### config.mk
export PLATFORM = sky130hd
export DESIGN_NAME = ebcs_byte_cs
export DESIGN_NICKNAME = d
export VERILOG_FILES = /design/src/ebcs_pkg.sv /design/src/ebcs_byte_cs.sv
export SDC_FILE = /design/constraint.sdc
export NUM_CORES = 1
export LEC_CHECK = 0
export BUFFER_PORTS_ARGS = -buffer_cell sky130_fd_sc_hd__clkbuf_2
export CAP_MARGIN = 5
export CORE_MARGIN = 2
export CORE_UTILIZATION = 44
export DETAILED_ROUTE_END_ITERATION = 16
export HOLD_SLACK_MARGIN = 0.02
export PLACE_DENSITY = 0.84
export SYNTH_ARGS = -nofsm -noshare
export SYNTH_HDL_FRONTEND = slang
export SYNTH_SLANG_ARGS = --single-unit
### constraint.sdc
create_clock -name clk -period 1.45 [get_ports clk]
set_input_delay 0.29 -clock clk [delete_from_list [all_inputs] [get_ports clk]]
set_output_delay 0.29 -clock clk [all_outputs]
set_load 0.02 [all_outputs]
### src/ebcs_pkg.sv
// Shared constants and carrier types for the byte-lane and chip-select block
package ebcs_pkg;
    localparam int CS_NUM  = 5;
    localparam int SEG_W   = 8;
    localparam int ADDR_W  = 24;
    localparam int DATA_W  = 16;

    // Reset-latched segment line codes
    localparam logic [1:0] SAL_TWO   = 2'h3;
    localparam logic [1:0] SAL_EIGHT = 2'h2;
    localparam logic [1:0] SAL_NONE  = 2'h1;
    localparam logic [1:0] SAL_FOUR  = 2'h0;
    localparam logic [7:0] SEG_MASK_TWO   = 8'h03;
    localparam logic [7:0] SEG_MASK_EIGHT = 8'hff;
    localparam logic [7:0] SEG_MASK_NONE  = 8'h00;
    localparam logic [7:0] SEG_MASK_FOUR  = 8'h0f;

    // Reset-latched chip-select count codes
    localparam logic [1:0] CSL_FIVE  = 2'h3;
    localparam logic [1:0] CSL_NONE  = 2'h2;
    localparam logic [1:0] CSL_TWO   = 2'h1;
    localparam logic [1:0] CSL_THREE = 2'h0;
    localparam logic [4:0] CS_MASK_FIVE  = 5'h1f;
    localparam logic [4:0] CS_MASK_NONE  = 5'h00;
    localparam logic [4:0] CS_MASK_TWO   = 5'h03;
    localparam logic [4:0] CS_MASK_THREE = 5'h07;

    localparam int SEG_LSB = 16;
    localparam logic LANE_OFF_RST = 1'b1;

    typedef struct packed {
        logic [1:0] segment_line_select;
        logic [1:0] chip_select_count_sel;
        logic       bus16;
        logic       single_chip;
    } ebcs_strap_t;

    localparam ebcs_strap_t STRAP_RST = '{SAL_TWO, CSL_FIVE, 1'b1, 1'b0};

    typedef struct packed {
        logic [ADDR_W-1:0] addr;
        logic [DATA_W-1:0] wdata;
        logic              write;
        logic              word;
        logic              internal;
    } ebcs_acc_t;

    typedef enum logic [1:0] {
        ST_IDLE = 2'b00,
        ST_LOW  = 2'b01,
        ST_HIGH = 2'b10
    } ebcs_state_t;
endpackage

### src/ebcs_byte_cs.sv
// Byte lanes, segment address lines and chip selects of the external bus
`timescale 1ns/1ns
// Contract
// - On 16-bit bus upper lane uses high byte enable, lower lane uses A0.
// - Split strobe config turns write pin and enable pin into byte write strobes.
// - Byte writes to 16-bit device drive the byte onto both data halves.
// - Byte reads from 16-bit device read the word and keep the addressed byte.
// - Demux address port is released when no window selects demultiplexed mode.
// - Lane-off bit 0 drives high byte enable pin; 1 leaves it general I/O.
// - After reset lane-off bit is clear for 16-bit strap, set otherwise.
// - Configured segment lines extend the 16-bit address during external accesses.
// - Segment codes: 11 two lines, 10 eight, 01 none, 00 four.
// - Chip-select codes: 11 five, 10 none, 01 two, 00 three.
// - Chip selects leave on their own port without external decoder.
// - A select is low for accesses inside its window, high outside.
// - No select asserts for internal accesses.
// - Qualify bits w/r: 00 address, 01 read, 10 write, 11 read/write.
// - Address select changes only at latch strobe fall, glitch free.
// - Read/write selects follow the command strobe including its delay.
// - Read select in reads, write select in writes, write if any byte strobe.
// - After reset with single-chip strap clear, first select acts as address select for the first fetch.
// - During reset selected lines pulled up, then driven; others float.
// - During hold, push-pull selects pulled up and open-drain ones float.
// - Words on 8-bit bus become two byte cycles, low byte first.
module ebcs_byte_cs (
    input  wire logic                clk,                    // Clock
    input  wire logic                nrst,                   // Async reset
    input  wire logic                strap_sample,           // Reset sequence active
    input  wire ebcs_pkg::ebcs_strap_t strap,                // Reset config pins
    input  wire logic                acc_valid,              // Access request
    input  wire ebcs_pkg::ebcs_acc_t acc,                    // Access payload
    input  wire logic [4:0]          win_hit,                // Window match, one-hot
    input  wire logic [4:0]          win_demux,              // Window demux modes
    input  wire logic [4:0]          sel_write_qualify_bit,  // Per window
    input  wire logic [4:0]          sel_read_qualify_bit,   // Per window
    input  wire logic                cyc_bus16,              // Window data width
    input  wire logic                split_write_strobe_cfg, // Split strobe mode
    input  wire logic                lane_off_we,            // Software write
    input  wire logic                lane_off_wdata,         // Written value
    input  wire logic                ale_fall,               // Latch strobe fall
    input  wire logic                rd_strobe,              // Read command level
    input  wire logic                wr_strobe,              // Write command level
    input  wire logic                cyc_done,               // Cycle end pulse
    input  wire logic [15:0]         data_in,                // Bus data in
    input  wire logic                hold_acknowledge_n,     // Bus hold granted
    input  wire logic [4:0]          cs_open_drain,          // Pin driver mode
    output logic                     acc_ready,              // Accepting request
    output logic                     rd_valid,               // Read data pulse
    output logic [15:0]              rd_data,                // Read data
    output logic                     cyc_req,                // Cycle wanted
    output logic                     cyc_write,              // Cycle is write
    output logic [23:0]              cyc_addr,               // Cycle address
    output logic                     upper_lane_enable_off,  // Lane-off bit
    output logic                     high_byte_enable_n,     // Pin out
    output logic                     high_byte_enable_oe,    // Pin enable
    output logic                     write_low_strobe_n,     // Write pin out
    output logic [15:0]              data_out,               // Bus data out
    output logic                     data_oe,                // Bus data enable
    output logic [7:0]               seg_addr,               // Segment lines
    output logic [7:0]               seg_oe,                 // Segment enables
    output logic [4:0]               chip_select_n,          // Select lines
    output logic [4:0]               chip_select_oe,         // Select enables
    output logic [4:0]               chip_select_pullup,     // Pullup enables
    output logic [15:0]              demux_address_port,     // Intra-segment addr
    output logic                     demux_port_oe           // Port driven
);
    // ------------------------------------------------------------
    // Reset configuration latch
    // ------------------------------------------------------------
    ebcs_pkg::ebcs_strap_t strap_r;
    logic                  lane_off_r;

    always_ff @(posedge clk or negedge nrst) begin
        if (!nrst) begin
            strap_r <= ebcs_pkg::STRAP_RST;
        end else if (strap_sample) begin
            strap_r <= strap;
        end
    end

    always_ff @(posedge clk or negedge nrst) begin
        if (!nrst) begin
            lane_off_r <= ebcs_pkg::LANE_OFF_RST;
        end else if (strap_sample) begin
            lane_off_r <= !strap.bus16;
        end else if (lane_off_we) begin
            lane_off_r <= lane_off_wdata;
        end
    end
    assign upper_lane_enable_off = lane_off_r;

    wire [7:0] seg_mask;
    wire [4:0] cs_mask;
    assign seg_mask = (strap_r.segment_line_select == ebcs_pkg::SAL_TWO)   ? ebcs_pkg::SEG_MASK_TWO :
                      (strap_r.segment_line_select == ebcs_pkg::SAL_EIGHT) ? ebcs_pkg::SEG_MASK_EIGHT :
                      (strap_r.segment_line_select == ebcs_pkg::SAL_NONE)  ? ebcs_pkg::SEG_MASK_NONE :
                      ebcs_pkg::SEG_MASK_FOUR;
    // Uses live strap during reset so pullups track the pins at once
    wire [1:0] csl_sel;
    assign csl_sel = strap_sample ? strap.chip_select_count_sel : strap_r.chip_select_count_sel;
    assign cs_mask = (csl_sel == ebcs_pkg::CSL_FIVE) ? ebcs_pkg::CS_MASK_FIVE :
                     (csl_sel == ebcs_pkg::CSL_NONE) ? ebcs_pkg::CS_MASK_NONE :
                     (csl_sel == ebcs_pkg::CSL_TWO)  ? ebcs_pkg::CS_MASK_TWO :
                     ebcs_pkg::CS_MASK_THREE;

    // ------------------------------------------------------------
    // Access sequencing
    // ------------------------------------------------------------
    ebcs_pkg::ebcs_state_t state_r, state_nxt;
    ebcs_pkg::ebcs_acc_t   req_r;
    logic [4:0]            hit_r;
    logic                  bus16_r;
    logic [7:0]            low_byte_r;
    logic [15:0]           data_r, data_nxt;
    logic [15:0]           rdat_r, rdat_nxt;
    logic                  rvld_r;

    wire take;
    wire ext_take;
    wire need_split;
    wire a0;
    assign take       = acc_valid && acc_ready;
    assign ext_take   = take && !acc.internal;
    assign need_split = req_r.word && !bus16_r;
    assign a0         = cyc_addr[0];
    assign acc_ready  = (state_r == ebcs_pkg::ST_IDLE);
    assign cyc_req    = (state_r != ebcs_pkg::ST_IDLE);
    assign cyc_write  = req_r.write;
    assign cyc_addr   = (state_r == ebcs_pkg::ST_HIGH) ? {req_r.addr[23:1], 1'b1} : req_r.addr;

    always_comb begin
        state_nxt = state_r;
        unique case (state_r)
            ebcs_pkg::ST_IDLE: begin
                if (ext_take) begin
                    state_nxt = ebcs_pkg::ST_LOW;
                end
            end
            ebcs_pkg::ST_LOW: begin
                if (cyc_done) begin
                    state_nxt = need_split ? ebcs_pkg::ST_HIGH : ebcs_pkg::ST_IDLE;
                end
            end
            ebcs_pkg::ST_HIGH: begin
                if (cyc_done) begin
                    state_nxt = ebcs_pkg::ST_IDLE;
                end
            end
            default: state_nxt = ebcs_pkg::ST_IDLE;
        endcase
    end

    // Write data: byte duplicated on a 16-bit bus, high byte shifted down in second half
    wire [7:0] wbyte;
    assign wbyte = acc.addr[0] ? acc.wdata[15:8] : acc.wdata[7:0];
    always_comb begin
        data_nxt = data_r;
        if (ext_take) begin
            data_nxt = acc.word ? acc.wdata : {wbyte, wbyte};
        end else if (state_r == ebcs_pkg::ST_LOW && cyc_done && need_split) begin
            data_nxt = {req_r.wdata[15:8], req_r.wdata[15:8]};
        end
    end

    // Read data: whole word sampled, addressed byte kept
    wire [7:0] sel_byte;
    assign sel_byte = (bus16_r && req_r.addr[0]) ? data_in[15:8] : data_in[7:0];
    always_comb begin
        rdat_nxt = rdat_r;
        if (cyc_done && state_r == ebcs_pkg::ST_LOW && !need_split) begin
            rdat_nxt = req_r.word ? data_in : {8'h00, sel_byte};
        end else if (cyc_done && state_r == ebcs_pkg::ST_HIGH) begin
            rdat_nxt = {data_in[7:0], low_byte_r};
        end
    end

    always_ff @(posedge clk or negedge nrst) begin
        if (!nrst) begin
            state_r    <= ebcs_pkg::ST_IDLE;
            req_r      <= '0;
            hit_r      <= 5'h00;
            bus16_r    <= 1'b0;
            low_byte_r <= 8'h00;
            data_r     <= 16'h0000;
            rdat_r     <= 16'h0000;
            rvld_r     <= 1'b0;
        end else begin
            state_r <= state_nxt;
            data_r  <= data_nxt;
            rdat_r  <= rdat_nxt;
            rvld_r  <= cyc_done && !req_r.write && cyc_req && state_nxt == ebcs_pkg::ST_IDLE;
            if (ext_take) begin
                req_r   <= acc;
                hit_r   <= win_hit;
                bus16_r <= cyc_bus16;
            end
            if (cyc_done && state_r == ebcs_pkg::ST_LOW) begin
                low_byte_r <= data_in[7:0];
            end
        end
    end
    assign rd_valid = rvld_r;
    assign rd_data  = rdat_r;
    assign data_out = data_r;
    assign data_oe  = cyc_req && req_r.write;

    // ------------------------------------------------------------
    // Byte lane strobes
    // ------------------------------------------------------------
    wire lo_en;
    wire hi_en;
    assign lo_en = !bus16_r || req_r.word || !a0;
    assign hi_en = bus16_r && (req_r.word || a0);
    assign high_byte_enable_n  = split_write_strobe_cfg ? !(wr_strobe && hi_en)
                                                        : !(cyc_req && hi_en);
    assign write_low_strobe_n  = split_write_strobe_cfg ? !(wr_strobe && lo_en)
                                                        : !wr_strobe;
    assign high_byte_enable_oe = !lane_off_r && hold_acknowledge_n;

    // ------------------------------------------------------------
    // Address ports
    // ------------------------------------------------------------
    logic [7:0] seg_r;
    always_ff @(posedge clk or negedge nrst) begin
        if (!nrst) begin
            seg_r <= 8'h00;
        end else if (ext_take) begin
            seg_r <= acc.addr[ebcs_pkg::SEG_LSB +: ebcs_pkg::SEG_W];
        end
    end
    assign seg_addr           = seg_r & seg_mask;
    assign seg_oe             = (strap_sample || !hold_acknowledge_n) ? 8'h00 : seg_mask;
    assign demux_address_port = cyc_addr[15:0];
    assign demux_port_oe      = |win_demux && !strap_sample && hold_acknowledge_n;

    // ------------------------------------------------------------
    // Chip selects
    // ------------------------------------------------------------
    // Boot flag keeps select zero in address mode until the first fetch ends
    logic       boot_r;
    logic [4:0] addr_cs_r;
    logic [4:0] cs_r;
    logic [4:0] cs_nxt;
    wire        any_wr;
    assign any_wr = !write_low_strobe_n || (split_write_strobe_cfg && !high_byte_enable_n);

    always_ff @(posedge clk or negedge nrst) begin
        if (!nrst) begin
            boot_r <= 1'b1;
        end else if (strap_sample) begin
            boot_r <= !strap.single_chip;
        end else if (cyc_done) begin
            boot_r <= 1'b0;
        end
    end

    genvar gi;
    generate
        for (gi = 0; gi < ebcs_pkg::CS_NUM; gi++) begin : g_cs
            wire addr_mode;
            wire rd_q;
            wire wr_q;
            assign addr_mode = (!sel_write_qualify_bit[gi] && !sel_read_qualify_bit[gi])
                               || (gi == 0 && boot_r);
            assign rd_q = sel_read_qualify_bit[gi] && rd_strobe && !cyc_write;
            assign wr_q = sel_write_qualify_bit[gi] && wr_strobe && any_wr && cyc_write;
            always_ff @(posedge clk or negedge nrst) begin
                if (!nrst) begin
                    addr_cs_r[gi] <= 1'b0;
                end else if (ale_fall) begin
                    addr_cs_r[gi] <= hit_r[gi] && cyc_req;
                end
            end
            assign cs_nxt[gi] = addr_mode ? addr_cs_r[gi]
                                          : (hit_r[gi] && cyc_req && (rd_q || wr_q));
        end
    endgenerate

    // Registered so mode changes never spike the pins
    always_ff @(posedge clk or negedge nrst) begin
        if (!nrst) begin
            cs_r <= 5'h00;
        end else begin
            cs_r <= cs_nxt;
        end
    end
    assign chip_select_n      = ~cs_r;
    assign chip_select_oe     = (strap_sample || !hold_acknowledge_n) ? 5'h00 : cs_mask;
    assign chip_select_pullup = strap_sample ? cs_mask :
                                !hold_acknowledge_n ? (cs_mask & ~cs_open_drain) : 5'h00;

    // ------------------------------------------------------------
    // Assertions
    // ------------------------------------------------------------
    a_internal_no_cyc: assert property (@(posedge clk) disable iff (!nrst)
        (take && acc.internal) |=> !cyc_req)
        else $error("internal access started an external cycle");
    a_byte_dup: assert property (@(posedge clk) disable iff (!nrst)
        (cyc_req && req_r.write && !req_r.word && bus16_r) |-> data_out[15:8] == data_out[7:0])
        else $error("byte write not on both halves");
    a_split_low_first: assert property (@(posedge clk) disable iff (!nrst)
        (state_r == ebcs_pkg::ST_LOW && cyc_done && need_split) |=> cyc_req && cyc_addr[0])
        else $error("second byte cycle missing");
    a_lane_off_rst: assert property (@(posedge clk) disable iff (!nrst)
        $fell(strap_sample) |-> upper_lane_enable_off == !strap_r.bus16)
        else $error("lane-off bit wrong after reset");
    a_hbe_pin_off: assert property (@(posedge clk) disable iff (!nrst)
        upper_lane_enable_off |-> !high_byte_enable_oe)
        else $error("enable pin driven while lane off");
    a_port_release: assert property (@(posedge clk) disable iff (!nrst)
        !(|win_demux) |-> !demux_port_oe)
        else $error("demux port driven without demux window");
    a_addr_cs_stable: assert property (@(posedge clk) disable iff (!nrst)
        (!ale_fall && !$past(ale_fall) && !boot_r && !sel_write_qualify_bit[0]
         && !sel_read_qualify_bit[0] && !$past(sel_write_qualify_bit[0])
         && !$past(sel_read_qualify_bit[0]))
        ##1 (!sel_write_qualify_bit[0] && !sel_read_qualify_bit[0])
        |-> $stable(chip_select_n[0]))
        else $error("address select moved without latch strobe");
    a_rd_cs_strobe: assert property (@(posedge clk) disable iff (!nrst)
        (!boot_r && sel_read_qualify_bit[0] && !sel_write_qualify_bit[0] && !rd_strobe)
        |=> chip_select_n[0])
        else $error("read select active without read strobe");
    a_cs_reset_pull: assert property (@(posedge clk) disable iff (!nrst)
        strap_sample |-> chip_select_oe == 5'h00 && chip_select_pullup == cs_mask)
        else $error("select pins not held by pullups in reset");
    a_hold_float: assert property (@(posedge clk) disable iff (!nrst)
        (!hold_acknowledge_n && !strap_sample) |-> (chip_select_pullup & cs_open_drain) == 5'h00)
        else $error("open-drain select pulled up in hold");

    c_split_word: cover property (@(posedge clk) disable iff (!nrst)
        state_r == ebcs_pkg::ST_HIGH && cyc_done);
    c_byte_read16: cover property (@(posedge clk) disable iff (!nrst)
        rd_valid && bus16_r && !req_r.word);
    c_write_select: cover property (@(posedge clk) disable iff (!nrst)
        !chip_select_n[1] && sel_write_qualify_bit[1] && !sel_read_qualify_bit[1]);
endmodule // ebcs_byte_cs

==> out/metrics.yaml <==
status: "finished, violations left"
violations: "negative setup slack"
r2r_slack_ns: -0.28
critPathCaptureType: "output pin"
max_freq_mhz: 537
post-dp-hpwl_um: 9800
hp-class: "in -> reg"
clk_pin_slew_worst_paths_ns: 0.07
dieHeight_um: 112
io_buffers: 215
grtUsageTotal_pct: 25.8
tns_ns: -21.34
netlist-cell-type-count: 41
maxSlewViolCount: 0
grt_max_degree: 50
drv_cap: 0
firstDrtPassIters: 5
wl_met2_um: 9310
num_io_pins: 216
grt_pass1_wl_um: 25900
clock_latency_ns: 0.34
synthMuxAreaShare_pct: 5.35
r2r_start: "state_r[0]$_DFF_PN0_"
ant_nets: 0
start_util_pct: 44.9
synthAdderAreaFrac_pct: 0.491
worstPathRequired_ns: 1.16
synth.avg_cell_area_um2: 8.73
ctsLongestPathBuffers: 2
n_antenna_cell: 0
htree_num_levels: 3
synth_simple_gate_area_share_pct: 23.3
synth_xor_area_share_pct: 0
place_congestion: 0.789
fin_area_mm2: 0.00818
overflow: 0
tritoncts: "done"
ys_warn_count: 0
powerDensity_mw_per_mm2: 1450
num_vias: 5123
fin_crit_ns: 1.86
wl_per_cell_um: 18.4
synth-compound-area-share_pct: 10.9
setup_violations: 99
drc: 0
grt_pass1_vias: 5008
worstPathCellList: "mux2_4 -> ha_4 -> and3_4 -> buf_8"
dieArea_mm2: 0.0125
synth_ff_type: "dfrtp_1"
cts_inserted_buffers: 9
met3_length_um: 1030
ys_seq_area_share_pct: 48.7
crit_path_max_fanout: 3
syn_nets: 689
period_share_pct: 128
syn_inst: 584
clock_sinks: 99
ys_seq_elements: 99
power.ir.vdd_worst_mv: 0.949
criticalPathCategory: "reg -> out"
rsz0062_at_grt: "yes"
max_stage_delay_ns: 0.37
leakagePower_nw: 4.24
synth_edf_count: 0
cts_root_buffer: "clkbuf_16"
drt_wl_total_um: 17700
final_util_pct: 72.0
hold_path_end: "upper_lane_enable_off$_DFFE_PN1P_"
place_area_mm2: 0.00630
core-area_mm2: 0.0114
start_kind: "flip-flop"
crit_slowest_cell: "dfstp_2"
antenna_found_initial: 0
top_layer_used: "met4"
synthesis.area_mm2: 0.00510
setup_slack_ns: -0.413
hold_violations: 0
hold_start: "strap[1]"
worstMarginPinSlew_ns: 0.360
drt-vias-per-instance: 5.33
arrival_ns: 1.57
die_w_um: 112
synthToLayoutAreaGrowth_pct: 60.4
std_cell_rows: 39
r2r_cells: 9
drive_gt1_share_pct: 56.4
synth_top_family_by_area: "simple AND/OR/NAND/NOR gates"
relSlewSlack_pct: 75.8
drt-met1-wl_um: 6970
min_path_cells: 2
drt-initial-drc-count: 330
async_flop_share_pct: 100
fin_skew_ns: 0.0120
final_nets: 919
r2r_end: "req_r[31]$_DFFE_PN0P_"
[per-layer routing]
layer | global-route usage, % | up-vias
li1 | - | 2359
met1 | 32.2 | 2518
met2 | 44.3 | 218
met3 | 4.74 | 28
met4 | 10.9 | 0
met5 | 0 | -
[synth_stat cells, types with 2 or more instances]
library cell  instances  area, um2
mux2_2               10        113
a31oi_1              25        156
nand2b_1              4       25.0
inv_1                15       56.3
buf_4                47        353
a32oi_1               4       35.0
mux2i_1              16        160
dfstp_2               6        158
buf_2                17       85.1
ha_1                  2       25.0
o32ai_1               4       35.0
a211oi_1             14        105
buf_6                 4       45.0
nor2b_1              15       93.8
and3b_1               2       17.5
clkbuf_1              8       30.0
o21ai_0              20        100
nor2_1               29        109
a21oi_1              11       55.1
dfrtp_1              93       2330
nand2_1             197        739
a211oi_2              2       25.0
nand3_1              13       65.1
nor3_1                2       10.0
nand3b_1              2       15.0
and2_1                7       43.8
[timing repair]
action | 4_1_cts | 5_1_grt
setup buffers | 23 | 9
hold buffers | 1 | 0
endpoints found under the setup margin | 102 | 108
hold endpoints to repair | 93 | 0
pin swaps | 59 | 52
resized for setup | 161 | 146
gates cloned | 11 | 2
[critical path: cells and delay by family, from the launching register on]
family        cells  cell delay [ns]
mux               1             0.29
buf+inv           1             0.11
flops             1             0.37
fa+ha+maj         1             0.27
simple gates      1             0.19
[area by class of cell]
type	instances	area, um2
Inverter	16	67.6
Clock inverter	4	51.3
Timing Repair Buffer	294	2400
Fill cell	774	3190
Tap cell	143	179
Multi-Input combinational cell	394	2760
Clock buffer	11	243
Sequential cell	99	2490
[worst max path at each step]
stage / startpoint / endpoint / slack [ns] / cells after the start
floorplan: strap_r[5]$_DFFE_PN1P_ / seg_oe[5] / -0.05 / 3
CTS: strap_r[3]$_DFFE_PN1P_ / chip_select_oe[2] / -0.43 / 4
global route: strap_r[3]$_DFFE_PN1P_ / chip_select_oe[2] / -0.44 / 4
global placement: strap_sample / chip_select_oe[2] / -0.22 / 5
finish: strap_r[3]$_DFFE_PN1P_ / chip_select_oe[2] / -0.41 / 4
detailed placement: strap_sample / chip_select_oe[2] / -0.24 / 5
[report_power, final]
group          switching, mW  total, mW  leakage [nW]  internal (mW)
Clock                   1.03       2.41         0.142           1.38
Combinational           2.98       5.23          2.88           2.25
Sequential             0.623       4.23          1.22           3.61
Total                   4.63       11.9          4.24           7.24
[state kept, by name (all words and copies together) (netlist names), 2 cells and up]
name        flops
data_out       16
addr_cs_r       5
hit_r           5
state_r         2
cs_r            5
low_byte_r      8
rd_data        16
strap_r         4
req_r          33
[cell usage in the layout, fill, tap and decap left out, types with 3 or more instances in the layout]
cell and n:
clkbuf_2 180, nand2_1 131, dfrtp_1 92, nand2_2 41
buf_6 32, buf_4 30, nand2_4 25, nor2_1 23
a31oi_1 22, buf_8 21, o21ai_0 15, buf_12 15
mux2i_1 14, nand3_1 13, inv_1 11, nor2b_1 11
a211oi_2 11, clkbuf_16 11, nor2_4 8, clkbuf_8 8
and2_4 7, a21oi_2 7, mux2_2 6, dfstp_2 6
buf_16 5, nand2b_4 4, o21ai_2 4, mux2_4 4
a32oi_1 4, o32ai_1 4, inv_2 3, a21oi_4 3
nor2b_4 3, a211oi_4 3
[metrics by stage]
stage	instances	setup WS, ns	hold WS (ns)	total power [mW]
6_report	961	-0.413	0.0974	11.9
5_1_grt	961	-0.439	0.0930	12.5
4_1_cts	959	-0.427	0.0811	11.3
3_5_place_dp	909	-0.243	0.103	8.11
3_3_place_gp	909	-0.219	0.103	8.00
2_1_floorplan	584	-0.0456	-0.00559	6.93
[logic make-up (layout without fill, tap and decap cells)]
group	after synthesis	count (layout)
and+or+nand+nor	279	280
DFF	99	99
buffers and inverters	92	325
AOI/OAI and AO/OA	86	86
muxes	26	26
adders and majority gates	2	2
(Power assumes the default switching activity.)
